<file path="src/pkg/sst_pkg.sv">
// Package with constants and types of the supervisor timer.
package sst_pkg;
  // Register offsets.
  localparam logic [7:0] CTL2_OFS  = 8'hcc;
  localparam logic [7:0] CTLR_OFS  = 8'hcd;
  localparam logic [7:0] COUNT_OFS = 8'hce;
  // Field positions.
  localparam int REN_BIT = 0;
  localparam int UDF_BIT = 3;
  // Values after reset and presets.
  localparam logic [7:0] PRESET_VAL = 8'hff;
  localparam logic [7:0] ZERO_VAL   = 8'h00;
  // Oscillator cycles per instruction cycle.
  localparam int TC_DIV = 10;
  // Instruction cycles of crystal start-up hold.
  localparam int START_TC = 256;
  // Bus request carried as one group.
  typedef struct packed {
    logic [7:0] addr;
    logic [7:0] wdata;
    logic       we;
    logic       re;
  } sst_bus_req_type;
  // Timer states.
  typedef enum logic [1:0] {
    SST_IDLE,
    SST_RUN,
    SST_START
  } sst_state_type;
endpackage : sst_pkg

</file>
<file path="src/hdl/sst_tc_gen.sv">
// Instruction-cycle tick generator dividing the oscillator clock.
`timescale 1ns/100ps
module sst_tc_gen #(
  parameter int DIV = sst_pkg::TC_DIV
) (
  input  wire logic clk,
  input  wire logic rst_n,
  output logic      tc_tick
);
  logic [7:0] div_r;
  logic [7:0] div_nxt;

  // Counts oscillator cycles and wraps once per instruction cycle.
  always_comb begin
    if (div_r == 8'(DIV - 1)) begin
      div_nxt = 8'h00;
    end else begin
      div_nxt = div_r + 8'h01;
    end
  end

  // Registers the divider count.
  always_ff @(posedge clk) begin
    if (!rst_n) begin
      div_r <= 8'h00;
    end else begin
      div_r <= div_nxt;
    end
  end

  // One-cycle tick at the end of each instruction cycle.
  assign tc_tick = (div_r == 8'(DIV - 1));
endmodule : sst_tc_gen

</file>
<file path="src/hdl/sst_timer.sv">
// Supervisor timer with prescaler, down counter and control bits.
//
// The plain strobed port was left to the implementer.
`timescale 1ns/100ps
module sst_timer (
  input  wire logic                     clk,
  input  wire logic                     rst_n,
  input  sst_pkg::sst_bus_req_type      bus_req,
  output logic [7:0]                    bus_rdata,
  input  wire logic                     brownout_reset,
  input  wire logic                     ext_reset_n,
  input  wire logic                     halt_entry,
  input  wire logic                     wake_crystal,
  output logic                          supervisor_reset,
  output logic                          clock_hold
);
  logic [1:0]             s1_r, s2_r, s3_r, lvl_r;
  logic [1:0]             lvl_nxt;
  logic                   tc_tick;
  logic                   hard_rst;
  logic [7:0]             pre_r, pre_nxt;
  logic [7:0]             cnt_r, cnt_nxt;
  sst_pkg::sst_state_type st_r, st_nxt;
  logic                   ren_r, ren_nxt;
  logic                   once_r, once_nxt;
  logic                   udf_r, udf_nxt;
  logic                   run_r, run_nxt;
  logic                   srst_r, srst_nxt;
  logic [7:0]             rd_r, rd_nxt;
  logic                   ld_cnt;
  logic                   wr_ctl;
  logic                   uf;
  logic [1:0]             pin_raw;
  logic [11:0]            hold_cnt_r, hold_cnt_nxt;

  // Instruction-cycle tick from the oscillator clock.
  sst_tc_gen #(
    .DIV (sst_pkg::TC_DIV)
  ) u_tc (
    .clk     (clk),
    .rst_n   (rst_n),
    .tc_tick (tc_tick)
  );

  // Reset pins as asserted-high levels: bit 1 external, bit 0 brown-out.
  assign pin_raw = {~ext_reset_n, brownout_reset};

  // Each pin level is accepted only once the second and third stages agree.
  generate
    for (genvar i = 0; i < 2; i++) begin : g_sync
      always_comb begin
        if (s2_r[i] == s3_r[i]) begin
          lvl_nxt[i] = s3_r[i];
        end else begin
          lvl_nxt[i] = lvl_r[i];
        end
      end
    end
  endgenerate

  // Registers the synchroniser chain.
  always_ff @(posedge clk) begin
    if (!rst_n) begin
      s1_r  <= 2'h0;
      s2_r  <= 2'h0;
      s3_r  <= 2'h0;
      lvl_r <= 2'h0;
    end else begin
      s1_r  <= pin_raw;
      s2_r  <= s1_r;
      s3_r  <= s2_r;
      lvl_r <= lvl_nxt;
    end
  end

  // Brown-out or external reset, both preset counts and clear state, flag and the enable; the tick divider keeps running.
  assign hard_rst = lvl_r[0] | lvl_r[1];

  // Bus strobes decoded to register actions.
  assign ld_cnt = bus_req.we && (bus_req.addr == sst_pkg::COUNT_OFS);
  assign wr_ctl = bus_req.we && (bus_req.addr == sst_pkg::CTLR_OFS);

  // Underflow is the counter step below zero while running.
  assign uf = (st_r == sst_pkg::SST_RUN) && tc_tick && (pre_r == sst_pkg::ZERO_VAL) &&
              (cnt_r == sst_pkg::ZERO_VAL);

  // Next state of prescaler, counter and mode.
  always_comb begin
    pre_nxt = pre_r;
    cnt_nxt = cnt_r;
    st_nxt  = st_r;
    if (hard_rst) begin
      pre_nxt = sst_pkg::PRESET_VAL;
      cnt_nxt = sst_pkg::PRESET_VAL;
      st_nxt  = sst_pkg::SST_IDLE;
    end else if (halt_entry) begin
      pre_nxt = sst_pkg::PRESET_VAL;
      cnt_nxt = sst_pkg::PRESET_VAL;
      st_nxt  = sst_pkg::SST_IDLE;
    end else if (wake_crystal) begin
      pre_nxt = sst_pkg::PRESET_VAL;
      cnt_nxt = sst_pkg::PRESET_VAL;
      st_nxt  = sst_pkg::SST_START;
    end else if (ld_cnt) begin
      pre_nxt = sst_pkg::PRESET_VAL;
      cnt_nxt = bus_req.wdata;
      st_nxt  = sst_pkg::SST_RUN;
    end else if (tc_tick) begin
      case (st_r)
        sst_pkg::SST_RUN: begin
          pre_nxt = pre_r - 8'h01;
          if (pre_r == sst_pkg::ZERO_VAL) begin
            if (uf) begin
              pre_nxt = sst_pkg::PRESET_VAL;
              cnt_nxt = sst_pkg::PRESET_VAL;
              st_nxt  = sst_pkg::SST_IDLE;
            end else begin
              cnt_nxt = cnt_r - 8'h01;
            end
          end
        end
        sst_pkg::SST_START: begin
          pre_nxt = pre_r - 8'h01;
          if (pre_r == sst_pkg::ZERO_VAL) begin
            cnt_nxt = cnt_r - 8'h01;
            st_nxt  = sst_pkg::SST_IDLE;
          end
        end
        default: begin
          st_nxt = sst_pkg::SST_IDLE;
        end
      endcase
    end
  end

  // Next state of control and status bits.
  always_comb begin
    ren_nxt  = ren_r;
    once_nxt = once_r;
    udf_nxt  = udf_r;
    run_nxt  = run_r;
    srst_nxt = 1'b0;
    if (hard_rst) begin
      ren_nxt  = 1'b0;
      once_nxt = 1'b0;
      udf_nxt  = 1'b0;
      run_nxt  = 1'b0;
    end else begin
      if (wr_ctl && !once_r) begin
        ren_nxt  = bus_req.wdata[sst_pkg::REN_BIT];
        once_nxt = 1'b1;
      end
      if (ld_cnt) begin
        run_nxt = 1'b1;
      end
      if (halt_entry || ld_cnt) begin
        udf_nxt = 1'b0;
      end
      if (uf && !halt_entry && !wake_crystal) begin
        udf_nxt  = 1'b1;
        srst_nxt = ren_r;
        if (ren_r) begin
          run_nxt = 1'b0;
        end
      end
    end
  end

  // Read data for the cycle after a read strobe; unmapped reads return zero.
  always_comb begin
    rd_nxt = 8'h00;
    if (bus_req.re) begin
      if (bus_req.addr == sst_pkg::COUNT_OFS) begin
        rd_nxt = cnt_r;
      end else if (bus_req.addr == sst_pkg::CTLR_OFS) begin
        rd_nxt[sst_pkg::REN_BIT] = ren_r;
      end else if (bus_req.addr == sst_pkg::CTL2_OFS) begin
        rd_nxt[sst_pkg::UDF_BIT] = udf_r;
      end
    end
  end

  // Registers all timer state.
  always_ff @(posedge clk) begin
    if (!rst_n) begin
      pre_r  <= sst_pkg::PRESET_VAL;
      cnt_r  <= sst_pkg::PRESET_VAL;
      st_r   <= sst_pkg::SST_IDLE;
      ren_r  <= 1'b0;
      once_r <= 1'b0;
      udf_r  <= 1'b0;
      run_r  <= 1'b0;
      srst_r <= 1'b0;
      rd_r   <= 8'h00;
    end else begin
      pre_r  <= pre_nxt;
      cnt_r  <= cnt_nxt;
      st_r   <= st_nxt;
      ren_r  <= ren_nxt;
      once_r <= once_nxt;
      udf_r  <= udf_nxt;
      run_r  <= run_nxt;
      srst_r <= srst_nxt;
      rd_r   <= rd_nxt;
    end
  end

  // Outputs.
  assign bus_rdata        = rd_r;
  assign supervisor_reset = srst_r;
  assign clock_hold       = (st_r == sst_pkg::SST_START);

  // Helper count of clock-hold cycles since the last wakeup, read only by assertions.
  always_comb begin
    hold_cnt_nxt = 12'h000;
    if (clock_hold && !wake_crystal) begin
      hold_cnt_nxt = hold_cnt_r + 12'h001;
    end
  end

  // Registers the helper count.
  always_ff @(posedge clk) begin
    if (!rst_n) begin
      hold_cnt_r <= 12'h000;
    end else begin
      hold_cnt_r <= hold_cnt_nxt;
    end
  end

  // Tick period is exactly ten clocks.
  a_tick_period: assert property (@(posedge clk) disable iff (!rst_n)
    tc_tick |=> !tc_tick [*8] ##1 !tc_tick ##1 tc_tick)
    else $error("instruction tick period is not ten clocks");

  // A counter load presets the prescaler and starts running.
  a_load_starts: assert property (@(posedge clk) disable iff (!rst_n)
    ld_cnt && !hard_rst && !halt_entry && !wake_crystal |=>
    pre_r == 8'hff && cnt_r == $past(bus_req.wdata) && st_r == sst_pkg::SST_RUN && run_r)
    else $error("counter load did not preset and start");

  // Underflow with enable set pulses the reset and keeps the enable.
  a_uf_resets: assert property (@(posedge clk) disable iff (!rst_n)
    uf && ren_r && !hard_rst && !halt_entry && !wake_crystal |=>
    supervisor_reset && ren_r && udf_r && !run_r ##1 !supervisor_reset)
    else $error("enabled underflow did not reset once");

  // Underflow with enable clear only raises the flag and stops.
  a_uf_flag_only: assert property (@(posedge clk) disable iff (!rst_n)
    uf && !ren_r && !hard_rst && !halt_entry && !wake_crystal |=>
    !supervisor_reset && udf_r && st_r == sst_pkg::SST_IDLE && cnt_r == 8'hff)
    else $error("disabled underflow misbehaved");

  // A second control write leaves the enable alone.
  a_write_once: assert property (@(posedge clk) disable iff (!rst_n)
    wr_ctl && once_r && !hard_rst |=> ren_r == $past(ren_r))
    else $error("enable bit changed after its single write");

  // Halt entry presets both counts and clears the flag, run signal kept.
  a_halt_preset: assert property (@(posedge clk) disable iff (!rst_n)
    halt_entry && !hard_rst |=> pre_r == 8'hff && cnt_r == 8'hff && !udf_r &&
    run_r == $past(run_r))
    else $error("halt entry did not preset");

  // Hard reset clears enable, flag and run signal.
  a_hard_clear: assert property (@(posedge clk) disable iff (!rst_n)
    hard_rst |=> !ren_r && !udf_r && !run_r && cnt_r == 8'hff && pre_r == 8'hff)
    else $error("hard reset did not clear state");

  // Stopped timer keeps its count until reloaded.
  a_stop_holds: assert property (@(posedge clk) disable iff (!rst_n)
    st_r == sst_pkg::SST_IDLE && !ld_cnt && !hard_rst && !halt_entry && !wake_crystal |=>
    $stable(cnt_r) && $stable(pre_r))
    else $error("stopped timer changed");

  // Running prescaler steps down by one per tick when above zero.
  a_pre_step: assert property (@(posedge clk) disable iff (!rst_n)
    st_r == sst_pkg::SST_RUN && tc_tick && pre_r != 8'h00 && !ld_cnt && !hard_rst &&
    !halt_entry && !wake_crystal |=> pre_r == $past(pre_r) - 8'h01 && $stable(cnt_r))
    else $error("prescaler did not step");

  // Wakeup start-up raises the clock hold at once.
  a_wake_hold: assert property (@(posedge clk) disable iff (!rst_n)
    wake_crystal && !hard_rst && !halt_entry |=> clock_hold && pre_r == 8'hff)
    else $error("start-up hold not raised");

  // Start-up hold lasts the fixed count of instruction cycles.
  a_hold_length: assert property (@(posedge clk) disable iff (!rst_n)
    $fell(clock_hold) && !$past(hard_rst) && !$past(halt_entry) && !$past(ld_cnt) |->
    int'(hold_cnt_r) >= (sst_pkg::START_TC - 1) * sst_pkg::TC_DIV + 1 &&
    int'(hold_cnt_r) <= sst_pkg::START_TC * sst_pkg::TC_DIV)
    else $error("start-up hold length is wrong");

  // Prescaler wrap from zero steps the counter down and reloads the prescaler.
  a_cnt_step: assert property (@(posedge clk) disable iff (!rst_n)
    st_r == sst_pkg::SST_RUN && tc_tick && pre_r == 8'h00 && cnt_r != 8'h00 && !ld_cnt && !hard_rst &&
    !halt_entry && !wake_crystal |=> cnt_r == $past(cnt_r) - 8'h01 && pre_r == 8'hff)
    else $error("counter did not step on prescaler wrap");

  // Between ticks a running timer holds both counts.
  a_run_between: assert property (@(posedge clk) disable iff (!rst_n)
    st_r == sst_pkg::SST_RUN && !tc_tick && !ld_cnt && !hard_rst && !halt_entry && !wake_crystal |=>
    $stable(pre_r) && $stable(cnt_r) && st_r == sst_pkg::SST_RUN)
    else $error("timer moved without a tick");

  // With the enable clear no device reset is produced.
  a_no_reset_off: assert property (@(posedge clk) disable iff (!rst_n)
    !ren_r |=> !supervisor_reset)
    else $error("reset produced while disabled");

  // The first control write takes the enable bit and closes the write.
  a_enable_first: assert property (@(posedge clk) disable iff (!rst_n)
    wr_ctl && !once_r && !hard_rst |=> ren_r == $past(bus_req.wdata[sst_pkg::REN_BIT]) && once_r)
    else $error("first control write not taken");

  // A counter read returns the count in the next cycle.
  a_read_count: assert property (@(posedge clk) disable iff (!rst_n)
    bus_req.re && bus_req.addr == sst_pkg::COUNT_OFS |=> bus_rdata == $past(cnt_r))
    else $error("counter read data wrong");

  // The flag moves only on hard reset, halt, load or underflow.
  a_flag_keep: assert property (@(posedge clk) disable iff (!rst_n)
    !hard_rst && !halt_entry && !ld_cnt && !uf |=> udf_r == $past(udf_r))
    else $error("underflow flag changed without cause");

  // A supervisor reset keeps the enable and leaves both counts preset.
  a_srst_keeps: assert property (@(posedge clk) disable iff (!rst_n)
    supervisor_reset && !$past(ld_cnt) |-> ren_r && pre_r == 8'hff && cnt_r == 8'hff)
    else $error("supervisor reset state wrong");
endmodule : sst_timer

</file>
<file path="config.mk">
export PLATFORM = sky130hd
export DESIGN_NAME = sst_timer
export DESIGN_NICKNAME = d
export VERILOG_FILES = /design/src/pkg/sst_pkg.sv /design/src/hdl/sst_tc_gen.sv /design/src/hdl/sst_timer.sv
export SDC_FILE = /design/constraint.sdc
export NUM_CORES = 1
export LEC_CHECK = 0
export BUFFER_PORTS_ARGS = -buffer_cell sky130_fd_sc_hd__clkbuf_2
export CORE_MARGIN = 10
export CORE_UTILIZATION = 55
export DETAILED_ROUTE_END_ITERATION = 6
export GPL_ROUTABILITY_DRIVEN = 1
export GPL_TIMING_DRIVEN = 0
export PLACE_DENSITY = 0.78
export REMOVE_ABC_BUFFERS = 1
export SETUP_SLACK_MARGIN = 0.2
export SYNTH_ARGS = -nofsm -noshare
export SYNTH_HDL_FRONTEND = slang
export SYNTH_SLANG_ARGS = --single-unit
</file>
<file path="constraint.sdc">
create_clock -name clk -period 2.25 [get_ports clk]
set_input_delay 0.5625 -clock clk [delete_from_list [all_inputs] [get_ports clk]]
set_output_delay 0.5625 -clock clk [all_outputs]
set_load 0.05 [all_outputs]
</file>
==> impl_metrics.env <==
export IMPL_slowest_delay_ns=0.55
export IMPL_synth_flop_cell="dfxtp_1"
export IMPL_crit_buf_inv=1
export IMPL_numCtsBuffers=5
export IMPL_crit_arrival_ns=2.23
export IMPL_cts_sinks=46
export IMPL_powerDensity_nw_per_um2=565
export IMPL_insertion_delay_ns=0.30
export IMPL_root_buffer="clkbuf_8"
export IMPL_drt_iter0_markers=86
export IMPL_hold_end="s1_r[1]"
export IMPL_synth_cell_types=48
export IMPL_grt_pass1_wl_um=7220
export IMPL_coreArea_sq_um=3690
export IMPL_ys_ff_latch=46
export IMPL_crit_path_start_kind="flip-flop"
export IMPL_r2r_end="cnt_r[5]"
export IMPL_route_met3_wl_um=390
export IMPL_routed_wl_met2_um=2100
export IMPL_worst_slack_ns=0.265
export IMPL_overflow=0
export IMPL_synth_edf_count=0
export IMPL_critPathTopFamily="simple AND/OR/NAND/NOR gates"
export IMPL_rr_startpoint="u_tc.div_r[7]"
export IMPL_report_final_slew_viol_count=0
export IMPL_htree_levels=2
export IMPL_slew_limit_headroom_pct=66.4
export IMPL_clock_fmax_ghz=0.504
export IMPL_fp_dieW_um=81.8
export IMPL_path_cells="or4_4 -> nand4bb_4 -> nor2_4 -> buf_4 -> a2bb2oi_1 -> a221o_1"
export IMPL_dr_pass1_iters=4
export IMPL_setup_viol=0
export IMPL_timing_final_crit_share_pct=88.2
export IMPL_synth_xor_area_share_pct=5.42
export IMPL_clkSlewWorstSetupHoldPaths_ns=0.09
export IMPL_worst_hold_slack_ns=0.407
export IMPL_place_ws_ns=-0.425
export IMPL_synth_simple_gate_area_share_pct=28.6
export IMPL_clockBufferDepth=2
export IMPL_rsz0062_at_grt="false"
export IMPL_yosys_top_cells_area="dfxtp_1 (44%), nand2_1 (4.3%), ha_1 (4.2%)"
export IMPL_antenna_cells=0
export IMPL_synth_area_per_cell_sq_um=8.86
export IMPL_p_leak_nw=1.05
export IMPL_synth_top_family_by_area="simple AND/OR/NAND/NOR gates"
export IMPL_drive_gt1_share_pct=23.8
export IMPL_hold_path_startpoint="ext_reset_n"
export IMPL_die_h_um=81.8
export IMPL_min_period_ns=1.99
export IMPL_grt_pass1_vias=1646
export IMPL_avgViaCountPerCell=5.47
export IMPL_max_vdd_ir_drop_v=0.000464
export IMPL_worstSetupPathType="reg2reg"
export IMPL_wl_met1_um=1930
export IMPL_cp_max_fo=7
export IMPL_ioPinCount=34
export IMPL_hold_depth=2
export IMPL_grt_max_degree=15
export IMPL_rows=22
export IMPL_nFillCells=300
export IMPL_ys_warn_count=0
export IMPL_dpl_cell_area_sq_um=2290
export IMPL_r2r_cells=6
export IMPL_port_buffers=33
export IMPL_area_growth_pct=20.0
export IMPL_status="completed"
export IMPL_final_area_sq_um=2520
export IMPL_cts_tree="built"
export IMPL_synthTopCellsByCount="dfxtp_1 (46), nand2_1 (24), nor2_1 (23), and2_1 (12), nand3_1 (11)"
export IMPL_setup_worst_path_end_class="flip-flop"
export IMPL_r2r_slack_ns=0.26
export IMPL_final_core_utilization_pct=68.3
export IMPL_synthCells=237
export IMPL_async_flop_share_pct=0
export IMPL_crit_required_ns=2.50
export IMPL_hold_path_class="in2reg"
export IMPL_synth_mux_area_share_pct=0.954
export IMPL_slowest_stage="or4_4"
export IMPL_ys_seq_area_share_pct=43.9
export IMPL_cap_violations=0
export IMPL_wl_per_cell_um=13.8
export IMPL_yosysMostFrequentCell="dfxtp_1"
export IMPL_synth_top_area_share_pct=43.9
export IMPL_worst_pin_slew_ns=0.500
export IMPL_grt_antenna_before_repair=0
export IMPL_totalWireLength_um=4480
export IMPL_grtUsageTotal_pct=13.2
export IMPL_top_layer_used="met4"
export IMPL_initial_core_util_pct=56.9
export IMPL_yosys_area_share_adder_pct=4.17
export IMPL_dieArea_sq_um=6690
export IMPL_hpwl_um=3180
export IMPL_synth_compound_area_share_pct=13.7
export IMPL_dr_total_vias=1777
export IMPL_gp_congestion=0.822
export IMPL_layout_nets=307
export IMPL_hold_viol_final=0
export IMPL_syn_area_sq_um=2100
export IMPL_synth_area_leader_cell="dfxtp_1"
export IMPL_skew_ns=0.00664
export IMPL_final_antenna_net_count=0
export IMPL_remaining_drc_errors=0
where the power goes:
| part | internal [mW] | switching (mW) |
|---|---|---|
| sequential | 0.823 | 0.00612 |
| combinational | 0.0341 | 0.0391 |
| clock | 0.247 | 0.273 |
| total | 1.10 | 0.318 |
what timing repair did:
item                                    in CTS  in global routing
hold buffers                                 0                  0
pin swaps                                    1                  4
cloned                                       0                  0
endpoints found under the setup margin      18                 20
setup buffers                                2                  4
gates resized for setup                      7                 10
flip-flops by register name (all words and copies together), names as in the netlist, 2 cells and up:
signal	count
bus_rdata	8
cnt_r	8
pre_r	8
u_tc.div_r	8
lvl_r	2
s1_r	2
s2_r	2
s3_r	2
st_r	2
area by class of cell:
cell class / count / area, sq um / share of cell area (%)
clock buffer: 6 / 82.6 / 3.28
sequential: 46 / 925 / 36.7
clock inverter: 2 / 12.5 / 0.497
timing repair buffer: 39 / 210 / 8.35
inverter: 9 / 33.8 / 1.34
tap: 48 / 60.1 / 2.38
multi-input combinational: 175 / 1190 / 47.4
cells in the final DEF (no fill, tap or decap), types with 2 or more instances in the layout:
cell type	count
and3_1	7
nand3_1	11
a211oi_1	2
dfxtp_1	43
nor2b_1	4
mux2i_1	2
dfxtp_2	3
ha_1	7
nor4_1	2
xor2_1	7
buf_4	6
a221o_1	2
nor3_1	8
inv_1	9
nand2_1	24
nor4bb_2	2
a41o_1	2
nor2_1	23
and2_1	12
a21oi_1	9
o21ai_1	5
clkbuf_8	6
xnor2_1	6
nand4b_1	2
o21ai_0	8
a21boi_0	2
o31ai_1	3
clkbuf_2	33
a41oi_2	2
worst register-to-register path: stages, from the launching register on:
cell	delay (ns)
dfxtp_2	0.33
or4_4	0.56
nand4bb_4	0.33
nor2_4	0.22
buf_4	0.18
a2bb2oi_1	0.17
a221o_1	0.16
worst max path at each step:
stage | to | slack [ns] | depth (start not counted) | startpoint
finish | cnt_r[5] | 0.26 | 6 | u_tc.div_r[7]
global route | cnt_r[2] | 0.19 | 8 | pre_r[0]
CTS | pre_r[5] | 0.23 | 5 | u_tc.div_r[5]
detailed placement | pre_r[6] | -0.43 | 6 | rst_n
global placement | pre_r[5] | -0.37 | 6 | rst_n
floorplan | cnt_r[7] | 0.13 | 5 | u_tc.div_r[5]
logic make-up after synthesis:
family / Yosys count
XOR/XNOR: 13
AO/OA/AOI/OAI: 42
multiplexers: 2
buffers and inverters: 16
AND/OR/NAND/NOR: 111
adder cells (fa/ha/maj): 7
flip-flops: 46
layer usage:
layer,track usage [%],up-vias
li1,-,907
met1,15.8,814
met2,22.6,49
met3,3.93,7
met4,3.57,0
met5,0,-
metrics by stage:
stage                     cells  total power, mW  setup TNS (ns)
after CTS                   321             1.43               0
after floorplan             230            0.884               0
after global routing        325             1.48               0
final                       325             1.42               0
after detailed placement    311            0.918           -4.33
after global placement      311            0.915           -3.28
(Power assumes the default switching activity.)
